## src/pkg/memctl_cfg_pkg.sv

```systemverilog
// Shared constants and carrier types for the memory controller config bank
package memctl_cfg_pkg;
    // Host I/O ports
    localparam logic [7:0]  IO_INDEX_PORT     = 8'h28;
    localparam logic [7:0]  IO_DATA_PORT      = 8'h24;
    // Register indices
    localparam logic [7:0]  IDX_CAS_TIMING    = 8'h26;
    localparam logic [7:0]  IDX_RAS_TIMING    = 8'h27;
    localparam logic [7:0]  IDX_XFER_CTRL     = 8'h28;
    localparam logic [7:0]  IDX_RAM_ADDR      = 8'h29;
    localparam logic [7:0]  IDX_XFER_DATA     = 8'h2a;
    localparam logic [7:0]  IDX_MISC_OPT      = 8'h2b;
    localparam logic [7:0]  IDX_BUS_SPEED     = 8'h2d;
    // Reset values
    localparam logic [7:0]  RST_CAS_TIMING    = 8'hff;
    localparam logic [7:0]  RST_RAS_TIMING    = 8'hff;
    localparam logic [7:0]  RST_BYTE_ZERO     = 8'h00;
    localparam logic [7:0]  RST_BUS_SPEED     = 8'h03;
    localparam logic [13:0] RST_CEILING       = 14'h0040;
    localparam logic [5:0]  RST_WINDOW_START  = 6'h00;
    localparam logic [5:0]  RST_WINDOW_END    = 6'h28;
    localparam logic [13:0] RST_TRANSLATION   = 14'h0040;
    localparam logic [4:0]  RST_REMAP_ENTRY   = 5'h00;
    localparam logic [5:0]  RST_DESCRIPTOR    = 6'h00;
    // Transfer target codes
    localparam logic [3:0]  TGT_TRANS_MSB     = 4'h0;
    localparam logic [3:0]  TGT_TRANS_LSB     = 4'h1;
    localparam logic [3:0]  TGT_REMAP_RAM     = 4'h2;
    localparam logic [3:0]  TGT_DESC_RAM      = 4'h3;
    localparam logic [3:0]  TGT_CACHE_MSB     = 4'h8;
    localparam logic [3:0]  TGT_CACHE_LSB     = 4'h9;
    localparam logic [3:0]  TGT_WIN_START     = 4'ha;
    localparam logic [3:0]  TGT_WIN_END       = 4'hb;
    localparam logic [3:0]  TGT_REMAP_MSB     = 4'hc;
    localparam logic [3:0]  TGT_REMAP_LSB     = 4'hd;
    localparam logic [3:0]  TGT_INST_MSB      = 4'he;
    localparam logic [3:0]  TGT_INST_LSB      = 4'hf;
    // Field positions
    localparam int XFER_DIR_BIT   = 6;
    localparam int XFER_GO_BIT    = 7;
    localparam int OPT_WBUF_BIT   = 0;
    localparam int OPT_BRIDGE_BIT = 1;
    localparam int OPT_IO16_BIT   = 3;
    localparam int OPT_FLOW_BIT   = 4;
    localparam int OPT_PIPE_BIT   = 5;
    localparam int OPT_MBIOS_BIT  = 6;
    localparam int SPD_TIMEOUT_BIT = 4;
    localparam int DESC_SHADOW    = 0;
    localparam int DESC_READ      = 1;
    localparam int DESC_WRITE     = 2;
    localparam int DESC_CACHE     = 3;
    localparam int DESC_XLATE     = 5;
    // Upper-memory page layout, in 16KB page units
    localparam logic [5:0]  PAGE_640K         = 6'h28;
    localparam logic [5:0]  DESC_ADDR_SHIFT   = 6'h20;
    // Timing
    localparam int CLK_PERIOD_NS    = 20;
    localparam int RAS_TIMEOUT_NS   = 10000;
    localparam int RAS_TIMEOUT_CYC  = RAS_TIMEOUT_NS / CLK_PERIOD_NS;

    typedef struct packed {
        logic       wr;
        logic       rd;
        logic [7:0] addr;
        logic [7:0] data;
    } io_req_t;

    typedef struct packed {
        logic [2:0] row_strobe_precharge;
        logic [3:0] ras_active_read;
        logic [2:0] ras_active_write;
        logic       ras_delay;
        logic [1:0] col_strobe_precharge;
        logic [1:0] col_strobe_read_delay;
        logic [1:0] col_strobe_write_delay;
        logic [1:0] cas_active_read;
        logic [1:0] cas_active_write;
        logic [1:0] cas_burst_delay;
        logic [1:0] cas_hold;
    } dram_timing_t;

    typedef enum logic [1:0] {
        FLOW_IDLE,
        FLOW_DRAIN,
        FLOW_READY
    } flow_state_t;
endpackage

```

## src/verilog/memctl_config_tables.sv

```systemverilog
// Indexed configuration bank, table RAMs and address attribute decode
`timescale 1ns/10ps
`default_nettype none
module memctl_config_tables
    import memctl_cfg_pkg::*;
#(
    parameter int RAM_DEPTH   = 32,
    parameter int TIMEOUT_CYC = RAS_TIMEOUT_CYC
) (
    input  wire logic         clk_in,
    input  wire logic         sys_rst_in,
    input  wire io_req_t      host_req_in,
    input  wire logic [13:0]  host_address_bus_in,
    input  wire logic         cycle_valid_in,
    input  wire logic         cycle_write_in,
    input  wire logic         dma_grant_in,
    input  wire logic         write_buffer_empty_in,
    input  wire logic         ras_active_in,
    output logic [7:0]        host_data_bus_out,
    output dram_timing_t      timing_out,
    output logic [1:0]        bus_recovery_out,
    output logic [1:0]        bus_speed_out,
    output logic              early_write_end_out,
    output logic              dma_bridge_en_out,
    output logic              io_decode_16_out,
    output logic              data_pipeline_en_out,
    output logic              middle_bios_en_out,
    output logic              write_pipe_off_out,
    output logic              memctl_ready_n_out,
    output logic              ras_timeout_out,
    output logic              dram_select_out,
    output logic              non_cacheable_out,
    output logic              translate_hit_out,
    output logic [13:0]       translated_page_out,
    output logic [4:0]        remap_phys_page_out
);

    logic [7:0]  index_reg;
    logic [7:0]  cas_timing;
    logic [7:0]  ras_timing_options;
    logic [7:0]  transfer_control_port;
    logic [7:0]  table_ram_address;
    logic [7:0]  transfer_data_port;
    logic [7:0]  misc_options;
    logic [7:0]  bus_speed_options;
    logic [13:0] upper_cache_limit;
    logic [5:0]  low_noncache_window_start;
    logic [5:0]  low_noncache_window_end;
    logic [13:0] remap_ceiling_value;
    logic [13:0] installed_ceiling_value;
    logic [13:0] page_translation_entry [RAM_DEPTH];
    logic [4:0]  remap_table_entry      [RAM_DEPTH];
    logic [5:0]  page_descriptor        [RAM_DEPTH];
    flow_state_t flow_state;
    logic [15:0] ras_count;

    logic        data_wr;
    logic        ctrl_wr;
    logic        xfer_go;
    logic        xfer_dir_wr;
    logic [3:0]  xfer_tgt;
    logic [4:0]  ram_idx;
    logic [7:0]  next_read_data;
    logic [7:0]  xfer_read_data;

    // Data port writes land in the indexed register
    assign data_wr     = host_req_in.wr && host_req_in.addr == IO_DATA_PORT;
    assign ctrl_wr     = data_wr && index_reg == IDX_XFER_CTRL;
    assign xfer_go     = ctrl_wr && host_req_in.data[XFER_GO_BIT];
    assign xfer_dir_wr = host_req_in.data[XFER_DIR_BIT];
    assign xfer_tgt    = host_req_in.data[3:0];
    assign ram_idx     = table_ram_address[4:0];

    // Index port
    always_ff @(posedge clk_in) begin
        if (sys_rst_in) begin
            index_reg <= RST_BYTE_ZERO;
        end else if (host_req_in.wr && host_req_in.addr == IO_INDEX_PORT) begin
            index_reg <= host_req_in.data;
        end
    end

    // Static option registers; reserved bits kept as written
    always_ff @(posedge clk_in) begin
        if (sys_rst_in) begin
            cas_timing            <= RST_CAS_TIMING;
            ras_timing_options    <= RST_RAS_TIMING;
            table_ram_address     <= RST_BYTE_ZERO;
            misc_options          <= RST_BYTE_ZERO;
            bus_speed_options     <= RST_BUS_SPEED;
            transfer_control_port <= RST_BYTE_ZERO;
        end else if (data_wr) begin
            if (index_reg == IDX_CAS_TIMING) begin
                cas_timing <= host_req_in.data;
            end else if (index_reg == IDX_RAS_TIMING) begin
                ras_timing_options <= host_req_in.data;
            end else if (index_reg == IDX_RAM_ADDR) begin
                table_ram_address <= host_req_in.data;
            end else if (index_reg == IDX_MISC_OPT) begin
                misc_options <= host_req_in.data;
            end else if (index_reg == IDX_BUS_SPEED) begin
                bus_speed_options <= host_req_in.data;
            end else if (index_reg == IDX_XFER_CTRL) begin
                // Start bit is not kept
                transfer_control_port <= {1'b0, host_req_in.data[6:0]};
            end
        end
    end

    // Data register: host writes, or read transfers refill it in the same
    // edge as the control write, so the very next access sees it.
    always_ff @(posedge clk_in) begin
        if (sys_rst_in) begin
            transfer_data_port <= RST_BYTE_ZERO;
        end else if (xfer_go && !xfer_dir_wr) begin
            transfer_data_port <= xfer_read_data;
        end else if (data_wr && index_reg == IDX_XFER_DATA) begin
            transfer_data_port <= host_req_in.data;
        end
    end

    // Source value for a read transfer
    always_comb begin
        xfer_read_data = 8'h00;
        case (xfer_tgt)
            TGT_TRANS_MSB:
                xfer_read_data = {2'b00, page_translation_entry[ram_idx][13:8]};
            TGT_TRANS_LSB:
                xfer_read_data = page_translation_entry[ram_idx][7:0];
            TGT_REMAP_RAM:
                xfer_read_data = {3'b000, remap_table_entry[ram_idx]};
            TGT_DESC_RAM:
                xfer_read_data = {2'b00, page_descriptor[ram_idx]};
            TGT_CACHE_MSB:
                xfer_read_data = {2'b00, upper_cache_limit[13:8]};
            TGT_CACHE_LSB:
                xfer_read_data = upper_cache_limit[7:0];
            TGT_WIN_START:
                xfer_read_data = {2'b00, low_noncache_window_start};
            TGT_WIN_END:
                xfer_read_data = {2'b00, low_noncache_window_end};
            TGT_REMAP_MSB:
                xfer_read_data = {2'b00, remap_ceiling_value[13:8]};
            TGT_REMAP_LSB:
                xfer_read_data = remap_ceiling_value[7:0];
            TGT_INST_MSB:
                xfer_read_data = {2'b00, installed_ceiling_value[13:8]};
            TGT_INST_LSB:
                xfer_read_data = installed_ceiling_value[7:0];
            default:
                xfer_read_data = 8'h00;
        endcase
    end

    // Register-like targets of write transfers
    always_ff @(posedge clk_in) begin
        if (sys_rst_in) begin
            upper_cache_limit         <= RST_CEILING;
            low_noncache_window_start <= RST_WINDOW_START;
            low_noncache_window_end   <= RST_WINDOW_END;
            remap_ceiling_value       <= RST_CEILING;
            installed_ceiling_value   <= RST_CEILING;
        end else if (xfer_go && xfer_dir_wr) begin
            case (xfer_tgt)
                TGT_CACHE_MSB:
                    upper_cache_limit[13:8] <= transfer_data_port[5:0];
                TGT_CACHE_LSB:
                    upper_cache_limit[7:0] <= transfer_data_port;
                TGT_WIN_START:
                    low_noncache_window_start <= transfer_data_port[5:0];
                TGT_WIN_END:
                    low_noncache_window_end <= transfer_data_port[5:0];
                TGT_REMAP_MSB:
                    remap_ceiling_value[13:8] <= transfer_data_port[5:0];
                TGT_REMAP_LSB:
                    remap_ceiling_value[7:0] <= transfer_data_port;
                TGT_INST_MSB:
                    installed_ceiling_value[13:8] <= transfer_data_port[5:0];
                TGT_INST_LSB:
                    installed_ceiling_value[7:0] <= transfer_data_port;
                default: ;
            endcase
        end
    end

    // Table RAM entries, one write port each
    generate
        for (genvar i = 0; i < RAM_DEPTH; i++) begin : g_ram
            always_ff @(posedge clk_in) begin
                if (sys_rst_in) begin
                    page_translation_entry[i] <= RST_TRANSLATION;
                    remap_table_entry[i]      <= RST_REMAP_ENTRY;
                    page_descriptor[i]        <= RST_DESCRIPTOR;
                end else if (xfer_go && xfer_dir_wr && ram_idx == i) begin
                    if (xfer_tgt == TGT_TRANS_MSB) begin
                        page_translation_entry[i][13:8] <=
                            transfer_data_port[5:0];
                    end else if (xfer_tgt == TGT_TRANS_LSB) begin
                        page_translation_entry[i][7:0] <= transfer_data_port;
                    end else if (xfer_tgt == TGT_REMAP_RAM) begin
                        remap_table_entry[i] <= transfer_data_port[4:0];
                    end else if (xfer_tgt == TGT_DESC_RAM) begin
                        page_descriptor[i] <= transfer_data_port[5:0];
                    end
                end
            end
        end
    endgenerate

    // Read-back of the indexed register
    always_comb begin
        next_read_data = 8'h00;
        if (index_reg == IDX_CAS_TIMING) begin
            next_read_data = cas_timing;
        end else if (index_reg == IDX_RAS_TIMING) begin
            next_read_data = ras_timing_options;
        end else if (index_reg == IDX_XFER_CTRL) begin
            next_read_data = transfer_control_port;
        end else if (index_reg == IDX_RAM_ADDR) begin
            next_read_data = table_ram_address;
        end else if (index_reg == IDX_XFER_DATA) begin
            next_read_data = transfer_data_port;
        end else if (index_reg == IDX_MISC_OPT) begin
            next_read_data = misc_options;
        end else if (index_reg == IDX_BUS_SPEED) begin
            next_read_data = bus_speed_options;
        end
    end

    always_ff @(posedge clk_in) begin
        if (sys_rst_in) begin
            host_data_bus_out <= 8'h00;
        end else if (host_req_in.rd && host_req_in.addr == IO_DATA_PORT) begin
            host_data_bus_out <= next_read_data;
        end else if (host_req_in.rd && host_req_in.addr == IO_INDEX_PORT) begin
            host_data_bus_out <= index_reg;
        end
    end

    // Timing fields as counts of clocks; option bits registered, bridge bit inverted
    always_ff @(posedge clk_in) begin
        if (sys_rst_in) begin
            timing_out           <= '0;
            bus_recovery_out     <= 2'h0;
            bus_speed_out        <= 2'h0;
            early_write_end_out  <= 1'b0;
            dma_bridge_en_out    <= 1'b0;
            io_decode_16_out     <= 1'b0;
            data_pipeline_en_out <= 1'b0;
            middle_bios_en_out   <= 1'b0;
        end else begin
            timing_out.row_strobe_precharge <=
                {1'b0, ras_timing_options[1:0]} + 3'h1;
            timing_out.ras_active_read <=
                {1'b0, ras_timing_options[4:2]} + 4'h2;
            timing_out.ras_active_write <=
                {1'b0, ras_timing_options[6:5]} + 3'h2;
            timing_out.ras_delay <= ras_timing_options[7];
            timing_out.cas_active_read <= {1'b0, cas_timing[0]} + 2'h1;
            timing_out.cas_active_write <= {1'b0, cas_timing[1]} + 2'h1;
            timing_out.col_strobe_read_delay <= {1'b0, cas_timing[2]} + 2'h1;
            timing_out.col_strobe_write_delay <= {1'b0, cas_timing[3]} + 2'h1;
            timing_out.cas_burst_delay <= {1'b0, cas_timing[4]} + 2'h1;
            timing_out.col_strobe_precharge <= {1'b0, cas_timing[5]} + 2'h1;
            timing_out.cas_hold <= {1'b0, cas_timing[7]} + 2'h1;
            bus_recovery_out     <= bus_speed_options[1:0];
            bus_speed_out        <= bus_speed_options[3:2];
            early_write_end_out  <= misc_options[OPT_WBUF_BIT];
            dma_bridge_en_out    <= !misc_options[OPT_BRIDGE_BIT];
            io_decode_16_out     <= misc_options[OPT_IO16_BIT];
            data_pipeline_en_out <= misc_options[OPT_PIPE_BIT];
            middle_bios_en_out   <= misc_options[OPT_MBIOS_BIT];
        end
    end

    // DMA flow-through handshake
    always_ff @(posedge clk_in) begin
        if (sys_rst_in) begin
            flow_state         <= FLOW_IDLE;
            write_pipe_off_out <= 1'b0;
            memctl_ready_n_out <= 1'b1;
        end else begin
            case (flow_state)
                FLOW_IDLE: begin
                    if (dma_grant_in && misc_options[OPT_FLOW_BIT]) begin
                        flow_state         <= FLOW_DRAIN;
                        write_pipe_off_out <= 1'b1;
                    end
                end
                FLOW_DRAIN: begin
                    if (!dma_grant_in) begin
                        flow_state         <= FLOW_IDLE;
                        write_pipe_off_out <= 1'b0;
                    end else if (write_buffer_empty_in) begin
                        // Ready only once nothing is left posted
                        flow_state         <= FLOW_READY;
                        memctl_ready_n_out <= 1'b0;
                    end
                end
                FLOW_READY: begin
                    if (!dma_grant_in) begin
                        flow_state         <= FLOW_IDLE;
                        write_pipe_off_out <= 1'b0;
                        memctl_ready_n_out <= 1'b1;
                    end
                end
                default: flow_state <= FLOW_IDLE;
            endcase
        end
    end

    // RAS active timeout, pulse when the limit is reached
    always_ff @(posedge clk_in) begin
        if (sys_rst_in) begin
            ras_count       <= 16'h0000;
            ras_timeout_out <= 1'b0;
        end else if (ras_active_in && bus_speed_options[SPD_TIMEOUT_BIT]) begin
            ras_count       <= ras_count + 16'h0001;
            ras_timeout_out <= ras_count == 16'(TIMEOUT_CYC - 1);
        end else begin
            ras_count       <= 16'h0000;
            ras_timeout_out <= 1'b0;
        end
    end

    // Cycle attribute decode on address bits 27:14
    logic        below_1m;
    logic        upper_page;
    logic [4:0]  desc_idx;
    logic [5:0]  desc;
    logic [13:0] remap_virt;
    logic        shadow_ok;

    assign below_1m   = host_address_bus_in[13:6] == 8'h00;
    assign upper_page = below_1m && host_address_bus_in[5:0] >= PAGE_640K;
    // Page 0 above 640K lands on descriptor address 8
    assign desc_idx   = 5'(host_address_bus_in[5:0] - DESC_ADDR_SHIFT);
    assign desc       = page_descriptor[desc_idx];
    assign remap_virt = host_address_bus_in - installed_ceiling_value;
    assign shadow_ok  = desc[DESC_SHADOW] && (cycle_write_in ?
                        desc[DESC_WRITE] : desc[DESC_READ]);

    always_ff @(posedge clk_in) begin
        if (sys_rst_in) begin
            dram_select_out     <= 1'b0;
            non_cacheable_out   <= 1'b0;
            translate_hit_out   <= 1'b0;
            translated_page_out <= 14'h0000;
            remap_phys_page_out <= 5'h00;
        end else if (cycle_valid_in) begin
            if (upper_page) begin
                dram_select_out <= desc[DESC_XLATE] || shadow_ok;
            end else begin
                // Remap ceiling covers installed plus remapped pages
                dram_select_out <=
                    host_address_bus_in < remap_ceiling_value;
            end
            non_cacheable_out <=
                host_address_bus_in >= upper_cache_limit ||
                (below_1m &&
                 host_address_bus_in[5:0] >= low_noncache_window_start &&
                 host_address_bus_in[5:0] < low_noncache_window_end) ||
                (upper_page && !desc[DESC_CACHE]);
            translate_hit_out   <= upper_page && desc[DESC_XLATE];
            translated_page_out <= page_translation_entry[desc_idx];
            remap_phys_page_out <= remap_table_entry[remap_virt[4:0]];
        end else begin
            dram_select_out   <= 1'b0;
            non_cacheable_out <= 1'b0;
            translate_hit_out <= 1'b0;
        end
    end

endmodule // memctl_config_tables
`default_nettype wire

```

## config.mk

```make
export PLATFORM = sky130hd
export DESIGN_NAME = memctl_config_tables
export DESIGN_NICKNAME = d
export VERILOG_FILES = /design/src/pkg/memctl_cfg_pkg.sv /design/src/verilog/memctl_config_tables.sv
export SDC_FILE = /design/constraint.sdc
export NUM_CORES = 2
export LEC_CHECK = 0
export BUFFER_PORTS_ARGS = -buffer_cell sky130_fd_sc_hd__clkbuf_2
export CAP_MARGIN = 0
export CORE_ASPECT_RATIO = 1.25
export CORE_MARGIN = 4
export CORE_UTILIZATION = 45
export CTS_CLUSTER_SIZE = 30
export DETAILED_ROUTE_END_ITERATION = 10
export GPL_ROUTABILITY_DRIVEN = 0
export PLACE_DENSITY = 0.63
export SETUP_SLACK_MARGIN = 0.15
export SLEW_MARGIN = 20
export SYNTH_ARGS = -nofsm -noshare
export SYNTH_HDL_FRONTEND = slang
export SYNTH_SLANG_ARGS = --single-unit
```

## constraint.sdc

```tcl
create_clock -name clk_in -period 4.54 [get_ports clk_in]
set_input_delay 1.362 -clock clk_in [delete_from_list [all_inputs] [get_ports clk_in]]
set_output_delay 1.362 -clock clk_in [all_outputs]
set_load 0.02 [all_outputs]
```

[Yosys cells after proc, flatten, opt, wreduce, memory -nomap -nowiden]
Memories as Yosys holds them, arrays and structs flattened. A register that Yosys moved wholly into a read port is not among the register bits.
Cells that the tools add are included.
Storage, ports and cells
  register bits: 183
  memory bits (writable): 800
  logic and storage cells: 898
  memories: 3
Operators by class
  $add $sub $neg: 13
  $lt $le $gt $ge: 5
  eq/ne operators: 60
  mux-type cells: 556
  bitwise gates (word level): 135
  reductions and logical operators: 83
Memories
  page_translation_entry: depth 32, width 14, read ports 2, clocked after memory_dff 2, wr ports 32, line memctl_config_tables.sv:51  | logic [13:0] page_translation_entry [RAM_DEPTH];
  page_descriptor: depth 32, width 6, read ports 2, clocked after memory_dff 1, wr ports 32, line memctl_config_tables.sv:53  | logic [5:0] page_descriptor [RAM_DEPTH];
  remap_table_entry: depth 32, width 5, read ports 2, clocked after memory_dff 2, wr ports 32, line memctl_config_tables.sv:52  | logic [4:0] remap_table_entry [RAM_DEPTH];
Operators by type and width (number)
  1-bit two-way mux: 403
  6-bit two-way mux: 64
  8-bit two-way mux: 43
  5-bit two-way mux: 38
  1-bit bitwise OR: 128
  8-bit case mux with 12 select lines: 1
  5-bit == test (second input constant): 16
  8-bit by 6-bit == test with 1-bit output (second input constant): 9
  1-bit logical AND: 49
  5-bit by 4-bit == test with 1-bit output (second input constant): 8
  4-bit == test (second input constant): 8
  5-bit by 3-bit == test with 1-bit output (second input constant): 4
  2-bit AND reduction: 9
  16-bit by 1-bit adder with 16-bit output (second input constant): 1
  16-bit by 9-bit == test with 1-bit output (second input constant): 1
  1-bit by 1-bit adder with 2-bit output (second input constant): 7
  14-bit >= comparator: 1
  14-bit < comparator: 1
  5-bit by 2-bit == test with 1-bit output (second input constant): 2
  2-bit != test (second input constant): 5
  3-bit AND reduction: 3
  4-bit by 2-bit == test with 1-bit output (second input constant): 2
  8-bit logical NOT: 1
  2-bit two-way mux: 4
  27 further kinds: 44

[Depth between registers and ports, before layout]
  depth in word-level cells: 10
  gate-level depth with buffers: 12

[Worst setup path before layout]
OpenSTA, ideal clock, no wires.
  path type: input to register
  start point: input port host_address_bus_in[0]
  end point: register remap_phys_page_out[0] (read register of remap_table_entry)
  data arrival time: 4449 ps
  path slack: -46 ps
  cell stages on the path: 11
  path through: buf_2 -> buf_2 -> buf_2 -> inv_1 -> ha_1 -> clkbuf_1 -> buf_1 -> mux4_2 -> mux4_2 -> mux2i_1 -> a211oi_1
Between the ends
  cells in the longest elaborated chain, start to end: 1
RTL lines
  from (decl): line memctl_config_tables.sv:13  | input wire logic [13:0] host_address_bus_in,
  5-bit subtractor: line memctl_config_tables.sv:339  | assign remap_virt = host_address_bus_in - installed_ceiling_value;
  to (decl): line memctl_config_tables.sv:35  | output logic [4:0] remap_phys_page_out
Every way passes these cells.
A chain may end at the register's enable or synchronous reset.

==> results.tsv <==
metric	value	unit
outcome	finished, final reports clean	
synth.distinct_cells	70	
fin_crit_sh	83.15	%
final_nets	4098	
drive_gt1_share	26.64	%
final_cell_area	0.05737	sq mm
worst_slew_pin_slew	1082	ps
top_regs	page_translation_entry x448, page_descriptor x192, remap_table_entry x160	
cts_buffer_depth	3	
yosys_warnings	0	
grt_pass1_vias	34660	
ant_nets	0	
clkLatencyLatePin	700	ps
fmax	0.2649	GHz
design.die.area	0.1174	sq mm
grt_pass1_wl	241400	um
power_density	359.7	mW/mm^2
async_reset_ff_share	0	%
largest_reg_flops	448	
min_path_type	reg -> reg	
holdWs	449.7	ps
numCtsBuffers	97	
ys_top_cells_by_count	882 x nor2_1, 800 x edfxtp_1, 458 x mux4_2, 253 x clkbuf_1, 250 x nand2_1	
setup.worst_path.end_class	flop	
placementRows	136	
htreeDepth	3	
drtIter0Drc	4585	
place_hpwl	117500	um
vias_per_cell	6.371	
grt_max_degree	114	
maxSlewHeadroom	27.73	%
synth_edf_count	800	
setup_violations	0	
fin_crit	3775	ps
max-vdd-ir-drop	0.2742	mV
path_clk_slew	70	ps
synth_seq_area_share	55.93	%
die_w	307.2	um
worstSetupPathType	reg -> reg	
postCtsResizedCells	0	
wire_per_inst	30.18	um
cts_tree	built	
dp_cells	5359	
drcViolationCount	0	
synthTopCellsByArea	edfxtp_1 48%, mux4_2 20%, dfxtp_1 8.2%, nor2_1 6.6%, mux2i_1 2.0%	
rsz0062_at_grt	no	
placedInstanceArea	0.05402	sq mm
cts_setup_buffers	0	
ys_ff_latch	1007	
netlist_instances	3837	
overflow	0	
num_vias	35310	
worstPathMaxFanout	42	
cts_root_buf	clkbuf_16	
cts_sinks	1007	
firstDrtPassIters	6	
synthFlopType	edfxtp_1	
place.port_buffers	105	
cp.arrival	4370	ps
fin_cells	5542	
setup_tns	0	ps
initial_core_util	45.53	%
syn_avg_cell_area	13.13	sq um
p_leak	18.32	nW
power	20.64	mW
synth_nets	3926	
drt-total-wl	167300	um
yosys.area.top_type	edfxtp_1	
syn_to_final_growth	13.91	%
gr-usage-all-layers	28.25	%
fin_skew	49.77	ps
die_y	382.0	um
cts_hold_buf	0	
top_register	page_translation_entry	
core_area	0.1106	sq mm
num_io_pins	106	
max_cap_viol_count	0	
critPathLaunchType	flop	
synth_top_area_share	47.70	%
synth_most_common_cell	nor2_1	
antenna_found_initial	4	
synth.cell_area	0.05036	sq mm
finalHoldViolations	0	
cp_data_required_time	5130	ps
slew_violations	0	
==> path summary, 6_finish.rpt <==
path	slack [ps]	endpoint	from	cells after the start
max	770	transfer_data_port[0]$_SDFFE_PP0P_	flop	7
min	450	timing_out[8]$_SDFF_PP0_	cas_timing[3]$_SDFFE_PP1P_	1
max reg2reg	770	transfer_data_port[0]$_SDFFE_PP0P_	flop	7
min reg2reg	450	timing_out[8]$_SDFF_PP0_	cas_timing[3]$_SDFFE_PP1P_	1
==> critical path: stages, from the launching register on <==
cell and delay, ps:
dfxtp_4 950, or3b_2 750, o22ai_1 410, a211o_1 240, a31oi_1 80, a2111oi_0 860
o211a_1 270, a211oi_1 50
==> cells in the final DEF, fill, tap and decap left out, types with 13 or more instances in the layout <==
cell type | synthesis | final
nor2b_1 | 46 | 46
a22oi_1 | 24 | 24
a21oi_1 | 93 | 93
edfxtp_1 | 800 | 800
clkbuf_1 | 253 | 21
and2_1 | 14 | 14
a311oi_1 | 13 | 13
nor2_1 | 882 | 882
o21ai_0 | 166 | 166
mux4_2 | 458 | 458
bufinv_16 | 0 | 13
o22ai_1 | 15 | 15
clkbuf_2 | 0 | 104
ha_1 | 49 | 48
a211oi_1 | 26 | 26
buf_12 | 0 | 26
mux2i_1 | 99 | 99
buf_4 | 0 | 299
nand3_1 | 79 | 79
inv_1 | 50 | 50
nand2_1 | 250 | 250
clkinv_2 | 0 | 14
dfxtp_1 | 207 | 204
o221ai_1 | 13 | 13
a221oi_1 | 14 | 14
clkbuf_16 | 0 | 100
==> metal layers <==
metal | global-route usage [%] | vias up | wire, um
li1 | - | 14770 | -
met1 | 34.21 | 17890 | 57110
met2 | 47.01 | 2165 | 82010
met3 | 5.141 | 488 | 16160
met4 | 17.63 | 2 | 11970
met5 | 0 | - | 13
==> kinds of logic (layout without fill, tap and decap cells) <==
logic type	Yosys count	in the layout	synth area share, %
other	0	2	0
XOR/XNOR	16	16	0.2932
adder cells (fa/ha/maj)	50	50	1.257
flip-flops	1007	1007	55.93
buffers and inverters	410	664	3.347
AND/OR/NAND/NOR	1369	1369	11.49
multiplexers	559	559	22.49
AO/OA/AOI/OAI	426	426	5.193
==> metrics by stage <==
step           worst slack [ps]  utilization, %
6_report                  765.1           51.86
3_3_place_gp              285.6           48.84
3_5_place_dp              298.3           48.84
2_1_floorplan             180.4               -
5_1_grt                   802.9           51.86
4_1_cts                   840.8           51.86
==> cell type report <==
type | instances | area, sq um
clock inverters | 49 | 625.6
diodes | 2 | 5.005
flip-flops and latches | 1007 | 28180
fillers | 9309 | 53240
clock buffers | 132 | 2706
multi-input cells | 2420 | 20520
inverters | 54 | 205.2
well taps | 1449 | 1813
repair buffers | 429 | 3308
==> power by group <==
part           switching [mW]  leakage [nW]  internal, mW
Sequential              0.235          9.31          10.3
Combinational           0.812          7.39         0.711
Clock                    3.62          1.63          4.94
Total                    4.67          18.3          16.0
Power figures use the tool's default switching activity.
